--- src/core/umd_defs.svh ---
// Behaviour
// - Receiver takes 16 samples per bit normally, 8 in double speed.
// - First voting sample is number 8 normally, number 4 in double speed.
// - Middle voting sample is number 9 normally, number 5 in double speed.
// - Frames of 5 to 9 data bits are received.
// - Sender and receiver baud errors should each stay within half the tolerance.
// - Normal speed tolerates more mismatch; about 1.5 vs 1.0 percent at ten bits.
// - With address filtering on, non-address frames are dropped before the buffer.
// - Address filtering never affects the transmitter.
// - Frame type is first stop bit for 5-8 bits, ninth bit for 9 bits.
// - Frame type one means address frame, zero means data frame.
// - An accepted address frame sets receive complete like any other frame.
// - Filter bit shares the status register with write-one-to-clear transmit complete.
// - One data address: writes fill transmit buffer, reads return receive buffer.
// - Unused upper bits ignored on transmit and read as zero on receive.
// - Data writes while the transmit buffer is full are ignored.
// - Buffered data moves to the empty shift register and is shifted out.
// - Receive buffer is a two-entry first-in first-out queue.
// - A read of the data location advances the receive queue only when it holds a frame and the receiver is enabled.
// - Each bit is the majority of three centre samples.
// - Double speed cuts the samples per bit from 16 to 8.
`ifndef UMD_DEFS_SVH
`define UMD_DEFS_SVH
`define UMD_OFF_DATA 12'h000
`define UMD_OFF_CSA  12'h004
`define UMD_OFF_CTRL 12'h008
`define UMD_OFF_BAUD 12'h00c
`define UMD_SPB_N    5'h10
`define UMD_SPB_D    5'h08
`define UMD_SF_N     5'h08
`define UMD_SF_D     5'h04
`define UMD_SM_N     5'h09
`define UMD_SM_D     5'h05
`define UMD_VOTE_GAP 5'h02
`define UMD_CSZ_9    3'h7
`define UMD_CSZ_RST  3'h3
`define UMD_BAUD_RST 12'h000
`define UMD_TXC_BIT  6
`define UMD_DBL_BIT  1
`define UMD_FILT_BIT 0
`define UMD_RXEN_BIT 0
`define UMD_TXEN_BIT 1
`define UMD_TX8_BIT  2
`define UMD_STOP_BIT 7
`define UMD_CSZ_MSB  6
`define UMD_CSZ_LSB  4
`define UMD_BAUD_MSB 11
`endif

--- src/core/umd_pkg.sv ---
package umd_pkg;
    typedef enum logic [1:0] {RX_IDLE, RX_START, RX_DATA, RX_STOP} umd_rx_e;
    typedef enum logic [1:0] {TX_IDLE, TX_START, TX_DATA, TX_STOP} umd_tx_e;
    typedef struct packed {
        logic             rx_s1;
        logic             rx_s2;
        logic             pready;
        logic             perr;
        logic [31:0]      prdata;
        logic             txc;
        logic             filt;
        logic             dbl;
        logic             rx_en;
        logic             tx_en;
        logic             tx8;
        logic [2:0]       csz;
        logic             stop2;
        logic [11:0]      baud;
        logic [11:0]      div;
        umd_rx_e          rx_st;
        logic [4:0]       rx_cnt;
        logic [3:0]       rx_bit;
        logic [1:0]       rx_v;
        logic [8:0]       rx_sh;
        logic             dor;
        logic [1:0][9:0]  fifo;
        logic             rd;
        logic [1:0]       cnt;
        logic [8:0]       tb;
        logic             tb_full;
        umd_tx_e          tx_st;
        logic [4:0]       tx_cnt;
        logic [3:0]       tx_bit;
        logic [8:0]       tx_sh;
        logic             txd;
    } umd_state_s;
endpackage

--- src/core/umd_uart.sv ---
// Implementation choices: the APB interface to the registers and the register offsets.
`timescale 1ns/10ps
`default_nettype none
`include "umd_defs.svh"
module umd_uart (
    input  wire logic        pclk,           // System clock, 100 MHz.
    input  wire logic        presetn,        // Asynchronous reset, active low.
    input  wire logic        psel,           // APB select.
    input  wire logic        penable,        // APB access phase.
    input  wire logic        pwrite,         // APB direction, high for write.
    input  wire logic [11:0] paddr,          // APB byte address.
    input  wire logic [31:0] pwdata,         // APB write data.
    output logic [31:0]      prdata,         // APB read data.
    output logic             pready,         // APB ready.
    output logic             pslverr,        // APB error on unmapped address.
    input  wire logic        serial_in_pin,  // Serial receive line.
    output logic             serial_out_pin  // Serial transmit line.
);
    import umd_pkg::*;

    umd_state_s s;
    umd_state_s n;
    logic       tick;
    logic [4:0] spb;
    logic [4:0] sf;
    logic [4:0] sm;
    logic [4:0] smp;
    logic [3:0] nb;
    logic       vb;
    logic       vote;
    logic       acc;
    logic       hit;
    logic       wr_data;
    logic       pop;
    logic       push;
    logic       frame_done;
    logic       ftype;
    logic       tx_done;
    logic [31:0] rdat;

    // Data bits per character; codes 4 to 6 fall back to their low bits.
    function automatic logic [3:0] nbits(input logic [2:0] c);
        nbits = (c == `UMD_CSZ_9) ? 4'h9 : {2'h0, c[1:0]} + 4'h5;
    endfunction

    // Two or three high samples give one.
    function automatic logic maj(input logic [2:0] v);
        maj = (v[0] & v[1]) | (v[0] & v[2]) | (v[1] & v[2]);
    endfunction

    // Keeps only the bits that belong to the character.
    function automatic logic [8:0] dmask(input logic [2:0] c, input logic [8:0] d);
        dmask = d & ~(9'h1ff << nbits(c));
    endfunction

    // One process computes the whole next state from the current one.
    always_comb
    begin
        n = s;
        smp = 5'h00;
        vote = 1'b0;
        frame_done = 1'b0;
        tx_done = 1'b0;
        push = 1'b0;
        rdat = 32'h0000_0000;
        tick = (s.div == s.baud);
        spb = s.dbl ? `UMD_SPB_D : `UMD_SPB_N;
        sf = s.dbl ? `UMD_SF_D : `UMD_SF_N;
        sm = s.dbl ? `UMD_SM_D : `UMD_SM_N;
        nb = nbits(s.csz);
        vb = maj({s.rx_s2, s.rx_v[1], s.rx_v[0]});
        ftype = (s.csz == `UMD_CSZ_9) ? s.rx_sh[8] : vb;
        acc = psel & penable & s.pready;
        hit = (paddr == `UMD_OFF_DATA) | (paddr == `UMD_OFF_CSA) |
              (paddr == `UMD_OFF_CTRL) | (paddr == `UMD_OFF_BAUD);
        wr_data = acc & pwrite & (paddr == `UMD_OFF_DATA);
        pop = acc & ~pwrite & (paddr == `UMD_OFF_DATA) & s.rx_en & (s.cnt != 2'h0);

        // The line input is only read after two flops.
        n.rx_s1 = serial_in_pin;
        n.rx_s2 = s.rx_s1;
        n.div = tick ? 12'h000 : s.div + 12'h001;

        // Read mux; status bits show the head of the receive queue.
        case (paddr)
            `UMD_OFF_DATA: rdat = {24'h00_0000, s.fifo[s.rd][7:0]};
            `UMD_OFF_CSA:  rdat = {24'h00_0000, s.cnt != 2'h0, s.txc, ~s.tb_full,
                                   s.fifo[s.rd][9] & (s.cnt != 2'h0), s.dor, 1'b0, s.dbl, s.filt};
            `UMD_OFF_CTRL: rdat = {24'h00_0000, s.stop2, s.csz, s.fifo[s.rd][8], s.tx8, s.tx_en, s.rx_en};
            `UMD_OFF_BAUD: rdat = {20'h0_0000, s.baud};
            default:       rdat = 32'h0000_0000;
        endcase

        // Two-cycle access: ready and data are registered together.
        n.pready = psel & penable & ~s.pready;
        if (psel & penable & ~s.pready)
        begin
            n.prdata = pwrite ? 32'h0000_0000 : rdat;
            n.perr = ~hit;
        end

        // Register writes land only at the completing edge.
        if (acc & pwrite)
        begin
            case (paddr)
                `UMD_OFF_DATA:
                begin
                    if (!s.tb_full)
                    begin
                        n.tb = dmask(s.csz, {s.tx8, pwdata[7:0]});
                        n.tb_full = 1'b1;
                    end
                end
                `UMD_OFF_CSA:
                begin
                    // Filter bit shares the word with transmit complete, so a stray one clears it.
                    if (pwdata[`UMD_TXC_BIT])
                        n.txc = 1'b0;
                    n.dbl = pwdata[`UMD_DBL_BIT];
                    n.filt = pwdata[`UMD_FILT_BIT];
                end
                `UMD_OFF_CTRL:
                begin
                    n.rx_en = pwdata[`UMD_RXEN_BIT];
                    n.tx_en = pwdata[`UMD_TXEN_BIT];
                    n.tx8 = pwdata[`UMD_TX8_BIT];
                    n.csz = pwdata[`UMD_CSZ_MSB:`UMD_CSZ_LSB];
                    n.stop2 = pwdata[`UMD_STOP_BIT];
                end
                `UMD_OFF_BAUD: n.baud = pwdata[`UMD_BAUD_MSB:0];
                default: ;
            endcase
        end

        // Receiver: sample counter restarts at one on each bit boundary.
        if (!s.rx_en)
        begin
            n.rx_st = RX_IDLE;
            n.cnt = 2'h0;
            n.dor = 1'b0;
        end
        else if (tick)
        begin
            if (s.rx_st == RX_IDLE)
            begin
                if (!s.rx_s2)
                begin
                    n.rx_st = RX_START;
                    n.rx_cnt = 5'h01;
                    n.rx_bit = 4'h0;
                    n.rx_sh = 9'h000;
                end
            end
            else
            begin
                smp = (s.rx_cnt == spb) ? 5'h01 : s.rx_cnt + 5'h01;
                n.rx_cnt = smp;
                if (smp == 5'h01)
                begin
                    case (s.rx_st)
                        RX_START: n.rx_st = RX_DATA;
                        RX_DATA:
                        begin
                            if (s.rx_bit == nb - 4'h1)
                                n.rx_st = RX_STOP;
                            else
                                n.rx_bit = s.rx_bit + 4'h1;
                        end
                        default: ;
                    endcase
                end
                if (smp == sf)
                    n.rx_v[0] = s.rx_s2;
                if (smp == sm)
                    n.rx_v[1] = s.rx_s2;
                // Voting at the bit centre leaves half the mismatch budget to each end.
                if (smp == sf + `UMD_VOTE_GAP)
                begin
                    vote = 1'b1;
                    case (s.rx_st)
                        RX_START:
                        begin
                            if (vb)
                                n.rx_st = RX_IDLE;
                        end
                        RX_DATA: n.rx_sh[s.rx_bit] = vb;
                        RX_STOP:
                        begin
                            // Leaving at the vote lets the next start bit come early.
                            frame_done = 1'b1;
                            n.rx_st = RX_IDLE;
                        end
                        default: n.rx_st = RX_IDLE;
                    endcase
                end
            end
        end

        // Queue: pop first, so a push into a full queue being read still fits.
        if (pop)
        begin
            n.rd = ~s.rd;
            n.cnt = s.cnt - 2'h1;
        end
        if (frame_done & (~s.filt | ftype))
        begin
            if (n.cnt != 2'h2)
            begin
                push = 1'b1;
                n.fifo[n.rd ^ n.cnt[0]] = {~vb, s.rx_sh};
                n.cnt = n.cnt + 2'h1;
                n.dor = 1'b0;
            end
            else
                n.dor = 1'b1;
        end

        // Transmitter ignores the filter bit entirely.
        if (s.tx_st == TX_IDLE)
        begin
            if (s.tb_full & s.tx_en)
            begin
                n.tx_sh = s.tb;
                n.tb_full = 1'b0;
                n.tx_st = TX_START;
                n.tx_cnt = 5'h00;
                n.tx_bit = 4'h0;
                n.txd = 1'b0;
            end
        end
        else if (tick)
        begin
            if (s.tx_cnt != spb - 5'h01)
                n.tx_cnt = s.tx_cnt + 5'h01;
            else
            begin
                n.tx_cnt = 5'h00;
                case (s.tx_st)
                    TX_START:
                    begin
                        n.tx_st = TX_DATA;
                        n.txd = s.tx_sh[0];
                    end
                    TX_DATA:
                    begin
                        if (s.tx_bit == nb - 4'h1)
                        begin
                            n.tx_st = TX_STOP;
                            n.txd = 1'b1;
                            n.tx_bit = 4'h0;
                        end
                        else
                        begin
                            n.tx_bit = s.tx_bit + 4'h1;
                            n.txd = s.tx_sh[s.tx_bit + 4'h1];
                        end
                    end
                    TX_STOP:
                    begin
                        if (s.stop2 & (s.tx_bit == 4'h0))
                            n.tx_bit = 4'h1;
                        else
                        begin
                            n.tx_st = TX_IDLE;
                            tx_done = 1'b1;
                        end
                    end
                    default: n.tx_st = TX_IDLE;
                endcase
            end
        end
        // Set beats a same-cycle clear so no completion is lost.
        if (tx_done & ~n.tb_full)
            n.txc = 1'b1;
    end

    // All state in one register.
    always_ff @(posedge pclk or negedge presetn)
    begin
        if (!presetn)
        begin
            s <= '0;
            s.rx_s1 <= 1'b1;
            s.rx_s2 <= 1'b1;
            s.rx_v <= 2'h3;
            s.csz <= `UMD_CSZ_RST;
            s.baud <= `UMD_BAUD_RST;
            s.txd <= 1'b1;
        end
        else
            s <= n;
    end

    assign prdata = s.prdata;
    assign pready = s.pready;
    assign pslverr = s.perr;
    assign serial_out_pin = s.txd;
endmodule
`default_nettype wire

--- config.mk ---
export PLATFORM = sky130hd
export DESIGN_NAME = umd_uart
export DESIGN_NICKNAME = d
export VERILOG_FILES = /design/src/core/umd_pkg.sv /design/src/core/umd_uart.sv
export VERILOG_INCLUDE_DIRS = /design/src /design/src/core
export SDC_FILE = /design/constraint.sdc
export NUM_CORES = 1
export LEC_CHECK = 0
export ABC_AREA = 0
export BUFFER_PORTS_ARGS = -buffer_cell sky130_fd_sc_hd__buf_2
export CAP_MARGIN = 20
export CORE_AREA = 8 8 119 121
export CTS_CLUSTER_DIAMETER = 60
export DETAILED_ROUTE_END_ITERATION = 6
export DIE_AREA = 0 0 127 129
export PLACE_DENSITY = 0.83
export SLEW_MARGIN = 20
export SYNTH_ARGS = -nofsm -noshare
export SYNTH_HDL_FRONTEND = slang
export SYNTH_SLANG_ARGS = --single-unit
--- constraint.sdc ---
create_clock -name pclk -period 6.13 [get_ports pclk]
set_input_delay 0.613 -clock pclk [delete_from_list [all_inputs] [get_ports pclk]]
set_output_delay 0.613 -clock pclk [all_outputs]
set_load 0.03 [all_outputs]
======== Word-level counts from Yosys, hierarchy flattened ========
Cells that the tools add are included.
storage, ports and cells
  input port bits ......................... 50
  flip-flop bits (word level) ............. 147
operators by class
  shifts and indexed selects .............. 1
  reduce and logical (&&, ||, !) cells .... 33
  $lt $le $gt $ge ......................... 6
  equality and inequality tests ........... 30
  multiplexer cells ....................... 83
  add/subtract/negate cells ............... 11
  bitwise gates (word level) .............. 34
operators by type and width
  cell                                                  count
  2-to-1 mux 22 bit                                     3
  one-hot mux 12 bit (4 select lines)                   1
  2-to-1 mux 11 bit                                     4
  2-to-1 mux 4 bit                                      9
  2-to-1 mux 9 bit                                      4
  2-to-1 mux 32 bit                                     1
  2-to-1 mux 10 bit                                     3
  2-to-1 mux 1 bit                                      26
  equality test 12 x 4 -> 1 bit, second input constant  2
  2-to-1 mux 12 bit                                     2
  2-to-1 mux 2 bit                                      12
  2-to-1 mux 21 bit                                     1
  bitwise mux 20 bit                                    1
  2-to-1 mux 20 bit                                     1
  bitwise AND 1 bit                                     16
  nonzero test 2 bit                                    8
  2-to-1 mux 5 bit                                      3
  AND reduction 5 bit                                   3
  AND reduction 2 bit                                   7
  adder 12 x 1 -> 12 bit, second input constant         1
  equality test 12 bit                                  1
  equality test 12 x 3 -> 1 bit, second input constant  1
  logical NOT 12 bit                                    1
  != test 3 bit, second input constant                  4
  45 further kinds                                      83

======== Logic depth before layout (Yosys ltp) ========
Gate-level depths: netlist of the first run.
  word-level depth ........................ 15
  depth in mapped cells ................... 14
  depth with buffers taken out ............ 13

======== Worst setup path after synthesis of the first run ========
OpenSTA, ideal clock, no wires.
  kind .................................... input port to flip-flop
  start ................................... in paddr[11]
  end ..................................... reg (tool-made name)
  stages .................................. 12
  library setup time ...................... 125 ps
  arrival ................................. 3,144 ps
  setup slack ............................. 2,861 ps
  cell sequence ........................... nor4_1 and4_1 nand2_1 nor4_1 mux2_2 ha_1 inv_1 o2111ai_1 a211oi_2 nand2b_1 buf_4 mux2_4
RTL lines
  element             line            source
  start: declaration  umd_uart.sv:11  input wire logic [11:0] paddr,

==> results of run 1 <==
==> cell usage in the layout, fill, tap and decap left out, types with 4 or more instances in the layout <==
cell and instances:
sky130_fd_sc_hd__dfrtp_1 120, sky130_fd_sc_hd__nand2_1 57, sky130_fd_sc_hd__o21ai_0 46, sky130_fd_sc_hd__buf_2 43
sky130_fd_sc_hd__inv_1 38, sky130_fd_sc_hd__nor2_1 35, sky130_fd_sc_hd__mux2_2 34, sky130_fd_sc_hd__ha_1 28
sky130_fd_sc_hd__nand3_1 25, sky130_fd_sc_hd__xor2_1 25, sky130_fd_sc_hd__a22o_1 22, sky130_fd_sc_hd__conb_1 20
sky130_fd_sc_hd__clkbuf_16 17, sky130_fd_sc_hd__a21o_1 13, sky130_fd_sc_hd__and3_1 12, sky130_fd_sc_hd__mux2i_1 11
sky130_fd_sc_hd__a21oi_1 10, sky130_fd_sc_hd__mux2_1 10, sky130_fd_sc_hd__mux2_4 10, sky130_fd_sc_hd__nand4_1 9
sky130_fd_sc_hd__nand2b_1 7, sky130_fd_sc_hd__dfstp_2 7, sky130_fd_sc_hd__nor4_2 6, sky130_fd_sc_hd__nor2b_1 6
sky130_fd_sc_hd__xnor2_1 6, sky130_fd_sc_hd__o31ai_1 6, sky130_fd_sc_hd__nor3_1 5, sky130_fd_sc_hd__mux4_2 5
sky130_fd_sc_hd__bufinv_16 5, sky130_fd_sc_hd__and2_1 4, sky130_fd_sc_hd__nand3b_1 4, sky130_fd_sc_hd__nand4b_1 4
sky130_fd_sc_hd__o221ai_1 4
==> worst max-delay path, stage by stage <==
cell and delay, ps:
sky130_fd_sc_hd__buf_2 100, sky130_fd_sc_hd__nor4_1 330, sky130_fd_sc_hd__and4_1 250, sky130_fd_sc_hd__nand2_1 100, sky130_fd_sc_hd__nor4_1 610, sky130_fd_sc_hd__mux2_2 440
sky130_fd_sc_hd__ha_1 210, sky130_fd_sc_hd__inv_1 80, sky130_fd_sc_hd__o2111ai_1 130, sky130_fd_sc_hd__a211oi_2 270, sky130_fd_sc_hd__nand2b_1 460, sky130_fd_sc_hd__mux2_4 460
==> how the worst max path moves through the flow <==
stage              start        end  slack, ps  cells after the start
6_report       paddr[11]  flip-flop       2400                     12
3_5_place_dp   paddr[11]  flip-flop       2010                     12
3_3_place_gp   paddr[11]  flip-flop       2120                     12
5_1_grt        paddr[11]  flip-flop       2140                     12
2_1_floorplan  paddr[11]  flip-flop       2860                     12
4_1_cts        paddr[11]  flip-flop       2420                     12
==> cells by family after synthesis <==
group | share of synthesized area (%)
DFF | 44.19
AOI/OAI and AO/OA | 13.10
xor gates and xnor gates | 3.765
and+or+nand+nor | 15.20
buffers and inverters | 6.662
other | 0.05200
muxes | 12.04
adders and majority gates | 4.997
==> synthesized netlist by cell type, types with 12 or more instances <==
library cell | n | area, um2
sky130_fd_sc_hd__dfrtp_1 | 120 | 3003
sky130_fd_sc_hd__nand2_1 | 57 | 214.0
sky130_fd_sc_hd__o21ai_0 | 46 | 230.2
sky130_fd_sc_hd__inv_1 | 38 | 142.6
sky130_fd_sc_hd__nor2_1 | 36 | 135.1
sky130_fd_sc_hd__mux2_2 | 34 | 382.9
sky130_fd_sc_hd__buf_4 | 33 | 247.7
sky130_fd_sc_hd__ha_1 | 28 | 350.3
sky130_fd_sc_hd__nand3_1 | 25 | 125.1
sky130_fd_sc_hd__xor2_1 | 25 | 219.0
sky130_fd_sc_hd__a22o_1 | 22 | 192.7
sky130_fd_sc_hd__clkbuf_1 | 19 | 71.32
sky130_fd_sc_hd__a21o_1 | 13 | 97.59
sky130_fd_sc_hd__and3_1 | 12 | 75.07
==> report_power, final <==
group	switching, mW	internal (mW)
Clock	0.384	0.734
Sequential	0.00420	0.843
Combinational	0.0680	0.0169
Total	0.456	1.59
==> area by class of cell <==
class / instances / area share, %
inverter: 38 / 1.777
sequential: 127 / 39.70
multi-input combinational: 484 / 45.08
tap: 150 / 2.338
clock inverter: 13 / 2.619
clock buffer: 19 / 5.518
timing repair buffer: 46 / 2.962
==> metal layers <==
layer  vias to the layer above  GRT usage, %  share of wire [%]
li1                       2464             -                  -
met2                       245         35.58                 50
met4                         0         10.43                2.8
met5                         -             0                  0
met3                        41         6.247                7.5
met1                      2685         26.34                 40
==> metrics by stage <==
step | cells | utilization, % | hold WS (ps) | setup WS [ps]
after floorplan | 705 | - | 317.4 | 2861
after global placement | 845 | 59.87 | 349.0 | 2116
after detailed placement | 845 | 59.87 | 347.5 | 2008
after CTS | 877 | 65.17 | 272.2 | 2421
after global routing | 877 | 65.19 | 276.4 | 2144
final | 877 | 65.19 | 248.7 | 2396
==> metrics list, run 1 <==
- The via count of the first global-routing pass came to 5541.
* Clock Pin Slew Worst Setup and Hold Paths: 60 ps
- The clock tree synthesis step divided the H-tree into 4 levels.
* Bufs on Longest Clock Path: 2
- Clock latency on the worst-skew pair, taken at its later pin, is 420 ps.
- Row Count: 41
- The tree built by TritonCTS fans out to 127 sinks.
- Area Growth Syn to Fin: 11.29%
- Flip-flop cell with the highest count after synthesis: sky130_fd_sc_hd__dfrtp_1
* Type of the most critical hold path: in2async
* Horizontal die dimension: 127 um
- The finished cells cover 8026 um2.
* Final weighted congestion of routability-driven global placement: 0.8551
- In this run, synthesis produced a sequential element count of 127.
* Initial Util: 58.58%
- The die covers 16380 um2.
- Number of synthesized flops with an enable pin: 0
- CP Data Arrival Time: 4040 ps
- Fraction of layout instances using a drive strength above 1: 20.77%
* Vias per Instance: 6.197
* First-pass GRT wire length: 28230 um
- Shortest clock period the worst path allows after layout: 3734 ps
* Port buffer count: 44
* Max Freq: 267.8 MHz
- In this run the mean area of a mapped cell was 10.51 um2.
* Run status: completed
* Setup Crit Path Kind: in2reg
- Tcrit/Tclk final: 60.91%
* Number of failing setup endpoints in the final timing report: 0
* R2r setup slk: 2510 ps
* Antenna diode instance count: 0
- The count of endpoints failing hold in the final timing report is 0.
- Final number of max-transition violations: 0
- Along the worst path, the maximum fanout reaches 10.
* Data required time at the worst endpoint: 6440 ps
- The initial antenna violation count was 0.
- The worst setup path is captured at a flip-flop.
* Master cell of the clock root buffer: sky130_fd_sc_hd__clkbuf_16
* Transition time at the pin with the least slew margin: 865.9 ps
- In this run the power density over the cells is 255.3 nW/um2.
* Number of remaining DRC errors: 0
* Yosys warning count: 0
- Setup repair after global routing left no endpoint under its margin.
* Post-detailed-route count of antenna-violating nets: 0
- Startpoint of the worst-slack reg-to-reg timing path: s[31]
* Global-route congestion overflow total: 0
- Die boundary height: 129 um
- Filler Cell Count: 881
* Setup bufs post-CTS: 0
- Setup crit start kind: input pin
- Reg area: 3187 um2
* Half-perimeter wire length after detailed placement: 11910 um
- Number of top-level design ports: 85
- Number of iterations in the first detailed-routing pass: 6
- The completed layout was analyzed and its total power is 2.049 mW.
- Maximum vdd ir drop: 0.2281 mV
* Area inside the core boundary: 12310 um2
- Once the clock tree was built, the resizer swapped 0 gates to a different size.
- Number of buffers inserted by hold repair at cts: 0
- The routed design has 17150 um of wire.
* Worst Reg2Reg Path Length in Cells: 12
- Synth Instances: 686
- The number of clock buffers added by TritonCTS is 17.
- TritonCTS built the clock tree.
- Number of violations of the max-capacitance limit: 0
- In this run the cell area measured after placement is 7371 um2.
- The final layout contains 792 nets.
- Final Skew: 7.934 ps
* Post-detailed-route wirelength per cell: 19.55 um
* Synth async-reset ratio: 100.0%
- Static leakage power: 3.942 nW
* Share of the yosys chip area belonging to registers: 44.19%
* Distinct cell type count after synthesis: 71
- For the final routed database, the setup TNS stands at 0 ps.
* Via count of the routed design: 5435
* Number of DRC markers in iteration 0: 641
* Largest net degree at the start of global routing: 69
- In this run the cell area of the synthesized design comes to 7212 um2.
* Area occupied by multi-input gates: 3618 um2
* Max transition margin: 42.27%
- For this run, the total global-route usage over all layers was measured as 21.85%.
Note: power is estimated with default switching activity, not from simulation.
==> inputs of run 2 (changes only) <==
- CORE_AREA: 8 8 119 121 -> 8 8 120 122
- DIE_AREA: 0 0 127 129 -> 0 0 128 130
- PLACE_DENSITY: 0.83 -> 0.81
- clock period: 6.13 -> 3.9 ns (I/O delays scaled with it)
==> run 2 against run 1 <==
  * Worst setup slack got worse by 1900 ps
  * Critical path depth down 2
  * Wire length shrank 0.71%
  * Clock skew down 0.92 ps
  * Largest power group unchanged
==> metrics list, run 2 (same netlist as run 1, synthesis figures left out) <==
- Largest net degree at the start of global routing: 49 (-29%)
* Vias per Instance: 5.928 (-4.3%)
* Max transition margin: 49.07% (+6.8 points)
* Total negative slack for setup checks: 0 ps (unchanged)
- The global-route total usage across every layer is 21.84% (about the same).
* Setup bufs post-CTS: 0 (unchanged)
- Transition time at the pin with the least slew margin: 763.9 ps (-102.0 ps)
- Worst hold slack across all endpoints: 72.94 ps (-175.7 ps)
- Final cell area excluding filler cells: 8075 um2 (+0.61%)
- Critical Path End Type: flip-flop
- Cell area power density: 390.3 nW/um2 (+53%)
- Maximum vdd ir drop: 0.3456 mV (+52%)
- The root buffer cell chosen for the clock tree is sky130_fd_sc_hd__clkbuf_16.
- Setup repair after global routing missed its margin: no
* Post-route non-filler standard cell count: 905 (+3.2%)
- Final wirelength: 17020 um (-0.71%)
- The insertion delay to the later sink of the worst-skew pair is 430 ps (about the same).
- The critical path in this run is classified as reg2reg.
- Via count of the routed design: 5365 (-1.3%)
- The starting utilization of the core area is 58.09% (-0.48 points).
- The global-route wire length before repair is 28370 um (+0.49%).
- Most frequent cells in the layout: sky130_fd_sc_hd__dfrtp_1, sky130_fd_sc_hd__nand2_1, sky130_fd_sc_hd__o21ai_0
* Half-perimeter wire length after detailed placement: 12340 um (+3.6%)
* Resized Gates After CTS: 0 (unchanged)
- The library cell used most frequently in the layout, excluding fill and tap cells, is sky130_fd_sc_hd__dfrtp_1.
- Clock H-tree levels: 4 (unchanged)
* Run status: completed
- Port buffer count: 44 (unchanged)
* Post-detailed-route wirelength per cell: 18.81 um (-3.8%)
* Number of top-level design ports: 85 (unchanged)
- Number of antenna violations at the first check in global routing: 0 (unchanged)
* Critical Path, Cell by Cell: ha_1 > a21boi_0 > nor2b_1 > ha_1 > xnor2_1 > and4b_1 > o22ai_1 > a21oi_1 > o221ai_1 > mux2_2
- Post-detailed-route count of antenna-violating nets: 0 (unchanged)
- Met2 WL post-DR: 8473 um (-0.28%)
- The multi-input logic area came to 3616 um2 (about the same).
* CP dominant cell by count: sky130_fd_sc_hd__ha_1
- Setup crit start kind: flip-flop
- The arrival time of the worst setup path came to 3670 ps (-370 ps).
- Clock Pin Slew Worst Setup and Hold Paths: 60 ps (about the same)
- The global route total overflow was 0 (unchanged).
- The final-layout fill cell count was 950 (+7.8%).
- Post-layout nets: 798 (+0.76%)
* Vias in the first global route: 5594 (+0.96%)
- The number of antenna diodes came to 0 (unchanged).
- The core box area is 12410 um2 (+0.83%).
- On the critical path, the stage with the largest delay is an instance of sky130_fd_sc_hd__a21boi_0.
- Fraction of layout instances using a drive strength above 1: 21.28% (+0.51 points)
- Dividing the final minimum period by the clock period gives 86.20%.
- The CTS buffer count came to 17 (unchanged).
- The largest stage delay on the critical path came to 570 ps (-40 ps).
* Final total power: 3.151 mW (+54%)
- Clock sink count: 127 (unchanged)
- M1 wire length: 7047 um (+2.5%)
- Bufs on Longest Clock Path: 2 (unchanged)
- The required time reported for the critical path endpoint is 4210 ps (-2230 ps).
* Static leakage power: 3.952 nW (+0.26%)
* Cells after DPL: 872 (+3.2%)
- The post-placement cell area is 7436 um2 (+0.88%).
- Final number of max-transition violations: 0 (unchanged)
- In this run the top signal layer used is met4.
* Type of the most critical hold path: in2reg
* Number of remaining DRC errors: 0 (unchanged)
- Number of DRC markers in iteration 0: 460 (-28%)
- The setup-violating endpoint count in the final report came to 0 (unchanged).
- Final hold vios: 0 (unchanged)
- The area growth from synthesis to layout is 11.97%.
- Number of violations of the max-capacitance limit: 0 (unchanged)
- Row Count: 41 (unchanged)
- The vertical die dimension is 130 um (+0.78%).
- The die boundary width is 128 um (+0.79%).
- The worst clock skew was 7.014 ps (-0.9202 ps).
- Number of iterations in the first detailed-routing pass: 5 (-1)
- The register area was 3187 um2 (unchanged).
- The largest fanout of any net on the critical path was 8 (-2).
- R2r setup slk: 540 ps (-1970 ps)
- Timing would allow up to 297.4 MHz.
- The die footprint is 16640 um2 (+1.6%).
- The worst path needs 3362 ps of the cycle, external delays included.
- Routed wl met3: 1065 um (-18%)
- TritonCTS built the clock tree.
* Final weighted congestion of routability-driven global placement: 0.8671 (+1.4%)
[run 2: changes by cell type in the layout (fill, tap and decap cells not counted), sizes merged]
cell         change
dlygate4sd3      +1
buf              +5
bufinv           -1
inv              -1
clkbuf           -1
clkinvlp         +3
[run 2: area by class of cell]
| type | count | area share, % |
|---|---|---|
| multi-input cells | 484 | 44.78 |
| repair buffers | 52 | 3.533 |
| clock inverters | 14 | 2.355 |
| well taps | 172 | 2.665 |
| clock buffers | 18 | 5.438 |
| flip-flops and latches | 127 | 39.46 |
| inverters | 38 | 1.766 |
[run 2: critical path: cells and delay by family (launching register included)]
family,cells,cell delay [ps]
AOI/OAI and AO/OA,4,1260
adders and majority gates,2,590
and+or+nand+nor,2,420
DFF,1,400
muxes,1,370
xor gates and xnor gates,1,210
[run 2: stage by stage]
step	utilization, %	setup WS, ps
floorplan	-	854.2
global placement	59.90	423.7
detailed placement	59.90	282.9
CTS	65.05	608.8
global route	65.05	380.7
finish	65.05	538.0
[run 2: worst paths after layout]
check                               from     end  cells after the start
max                               s[102]   s[20]                     10
min                        serial_in_pin  n[145]                      1
max reg2reg                       s[102]   s[20]                     10
min reg2reg                       n[145]  s[145]                      0
max in group asynchronous        presetn   s[86]                      3
min in group asynchronous        presetn   s[13]                      2
[run 2: power by group]
group	total, mW	internal (mW)	switching, mW
combinational	0.137	0.0300	0.107
sequential	1.33	1.33	0.00583
clock	1.68	1.08	0.600
[run 2: what timing repair did]
| item | 4_1_cts | 5_1_grt |
|---|---|---|
| setup endpoints to repair | 0 | 0 |
| hold buffers | 1 | 0 |
| hold endpoints to repair | 6 | 0 |
[run 2: per-layer routing]
metal / global-route usage (%) / vias to the layer above
li1: - / 2477
met1: 26.58 / 2678
met2: 35.69 / 173
met3: 6.283 / 37
met4: 9.510 / 0
met5: 0 / -
==> inputs of run 3 (changes only) <==
- CORE_AREA: 8 8 120 122 -> 8 8 119 121
- CTS_BUF_LIST: default -> sky130_fd_sc_hd__clkbuf_4 sky130_fd_sc_hd__clkbuf_8
- DIE_AREA: 0 0 128 130 -> 0 0 127 129
- PLACE_DENSITY: 0.81 -> 0.83
==> run 3 against run 2 <==
  * The run now ends with hold timing left
  * Utilization shrank 1.4 points
  * Die area shrank 1.5%
  * Final cell count shrank 2.4%
  * Sequential power is essentially flat
  * Combinational power is essentially flat
  * Critical path depth is the same
==> metrics list, run 3 (same netlist as run 1, synthesis figures left out) <==
- The number of DRC markers in iteration 0 is 480 (+4.3%).
* Post-layout nets: 798 (unchanged)
- Number of failing setup endpoints in the final timing report: 0 (unchanged)
* Data required time at the worst endpoint: 4240 ps (+30 ps)
- Number of top-level design ports: 85 (unchanged)
* Shortest clock period the worst path allows after layout: 3298 ps (-64.15 ps)
* Gr usage total: 21.94% (+0.093 points)
- The worst clock skew is 15.01 ps (+7.997 ps).
- Number of iterations in the first detailed-routing pass: 5 (unchanged)
* Type of the most critical hold path: in2async
- The depth of the CTS H-tree was 4 (unchanged).
* Row Count: 41 (unchanged)
* Global-route congestion overflow total: 0 (unchanged)
* Highest Signal Layer: met4
* Setup crit start kind: flip-flop
* Tcrit/Tclk final: 84.56% (-1.6 points)
- The final-layout fill cell count is 943 (-0.74%).
- Final number of max-transition violations: 0 (unchanged)
* Setup repair after global routing missed its margin: no
- The number of buffers inserted by hold repair at cts is 0 (-1).
* Bufs on Longest Clock Path: 2 (unchanged)
- The power after layout was 2.666 mW (-15%).
* Cells after DPL: 851 (-2.4%)
- Setup Crit Path Kind: reg2reg
- Clock tree synthesis selected as its root buffer the cell sky130_fd_sc_hd__clkbuf_8.
* Antenna diode instance count: 0 (unchanged)
- In the layout the commonest cells are sky130_fd_sc_hd__dfrtp_1, sky130_fd_sc_hd__nand2_1, sky130_fd_sc_hd__o21ai_0.
- The worst-case vdd ir drop is 0.3499 mV (+1.2%).
* Max Freq: 303.2 MHz (+1.9%)
- Area inside the core boundary: 12310 um2 (-0.83%)
* Max transition margin: 48.51% (-0.56 points)
* Port buffer count: 44 (unchanged)
- The insertion delay to the later sink of the worst-skew pair is 460 ps (+30 ps).
* Most common cell after layout, fill and taps aside: sky130_fd_sc_hd__dfrtp_1
- The final cell count without fillers was 883 (-2.4%).
- Met2 WL post-DR: 8402 um (-0.84%)
- The starting utilization of the core area came to 58.58% (+0.48 points).
* Violated checks: hold timing
* Number of violations of the max-capacitance limit: 0 (unchanged)
- The per-cell via count in the routed design came to 6.162 (+3.9%).
* First-pass GRT wire length: 28300 um (-0.24%)
- Horizontal die dimension: 127 um (-0.78%)
- Vias in the first global route: 5568 (-0.46%)
* Half-perimeter wire length after detailed placement: 12180 um (-1.3%)
- The power density over cell area was 340.1 nW/um2 (-13%).
* Clock sink count: 127 (unchanged)
- M1 wire length: 6826 um (-3.1%)
- The antenna violation net count after detailed routing came to 0 (unchanged).
- The final total negative setup slack came to 0 ps (unchanged).
- The run finished, with violations left.
- The largest fanout of any net on the critical path came to 8 (unchanged).
- The worst hold slack was -34.40 ps (-107.3 ps).
- The fraction of layout cells with a size suffix above 1 was 21.42% (+0.14 points).
- The final weighted congestion in routability-driven placement is 0.9002 (+3.8%).
- Number of buffers inserted during clock tree synthesis: 17 (unchanged)
- The worst setup path is captured at a flip-flop.
- Final wirelength: 16870 um (-0.88%)
- Setup bufs post-CTS: 0 (unchanged)
- Number of antenna violations at the first check in global routing: 0 (unchanged)
- The clock slew seen by the registers of the worst setup and hold paths is 80 ps (+20 ps).
- Final hold vios: 50 (+50)
* Routed wl met3: 1138 um (+6.9%)
- Transition time at the pin with the least slew margin: 766.5 ps (+2.552 ps)
* Area Growth Syn to Fin: 8.675%
- Number of remaining DRC errors: 0 (unchanged)
* Die Outline Area: 16380 um2 (-1.5%)
- The arrival time of the worst setup path came to 3640 ps (-30 ps).
- The largest net degree at the start of global routing is 79 (+61%).
- Post-detailed-route wirelength per cell: 19.11 um (+1.6%)
* Static leakage power: 3.851 nW (-2.6%)
* Via count of the routed design: 5441 (+1.4%)
- The number of gates given a new drive strength after cts is 0 (unchanged).
* Die boundary height: 129 um (-0.77%)
* TritonCTS clock tree: built
## run 3: changes by cell type in the layout (fill, tap and decap cells not counted)
cell | before | now
sky130_fd_sc_hd__buf_6 | 0 | 1
sky130_fd_sc_hd__bufinv_16 | 4 | 3
sky130_fd_sc_hd__clkbuf_16 | 17 | 0
sky130_fd_sc_hd__clkbuf_8 | 1 | 17
sky130_fd_sc_hd__clkinv_2 | 3 | 1
sky130_fd_sc_hd__clkinvlp_4 | 5 | 6
sky130_fd_sc_hd__dlygate4sd3_1 | 1 | 0
sky130_fd_sc_hd__inv_6 | 1 | 4
## run 3: worst paths after layout
path | start | end | slack (ps) | cells past startpoint
worst max register to register | s[102] | s[20] | 600 | 10
min in group pclk | serial_in_pin | n[145] | 30 | 1
worst max-delay path | s[102] | s[20] | 600 | 10
worst min register to register | n[145] | s[145] | 360 | 0
worst min-delay path | presetn | s[11] | -30 | 1
max in group asynchronous | presetn | s[32] | 3090 | 2
## run 3: where the power goes
group	leakage, nW	total [mW]	switching (mW)	internal [mW]
sequential	1.70	1.33	0.00566	1.32
combinational	1.96	0.138	0.108	0.0300
clock	0.192	1.20	0.562	0.637
total	3.85	2.67	0.676	1.99
## run 3: through the flow
step / worst slack, ps / util, % / cell area, um2 / hold WS [ps]
CTS: 663.2 / 63.63 / 7834 / 6.988
global placement: 615.4 / 60.23 / 7416 / 347.8
floorplan: 854.2 / - / 7283 / 94.41
detailed placement: 536.1 / 60.23 / 7416 / 352.9
global route: 319.2 / 63.66 / 7838 / 7.952
finish: 602.2 / 63.66 / 7838 / -34.40
## run 3: worst max-delay path, stage by stage (launching register included)
cell and delay [ps]:
sky130_fd_sc_hd__dfstp_2 400, sky130_fd_sc_hd__ha_1 280, sky130_fd_sc_hd__a21boi_0 500, sky130_fd_sc_hd__nor2b_1 210
sky130_fd_sc_hd__ha_1 290, sky130_fd_sc_hd__xnor2_1 250, sky130_fd_sc_hd__and4b_1 220, sky130_fd_sc_hd__o22ai_1 310
sky130_fd_sc_hd__a21oi_1 120, sky130_fd_sc_hd__o221ai_1 240, sky130_fd_sc_hd__mux2_2 360
## run 3: per-layer routing
layer | vias to the layer above | global-route usage [%]
met5 | - | 0
met4 | 0 | 9.657
met3 | 52 | 5.627
met2 | 218 | 35.89
met1 | 2699 | 27.02
li1 | 2472 | -
## run 3: cell type report
| type | count | area [um2] | share of cell area [%] |
|---|---|---|---|
| Clock buffer | 17 | 234.0 | 2.985 |
| Clock inverter | 15 | 183.9 | 2.347 |
| Inverter | 38 | 142.6 | 1.820 |
| Multi-Input combinational cell | 484 | 3616 | 46.14 |
| Sequential cell | 127 | 3187 | 40.66 |
| Tap cell | 150 | 187.7 | 2.395 |
| Timing Repair Buffer | 52 | 286.5 | 3.656 |
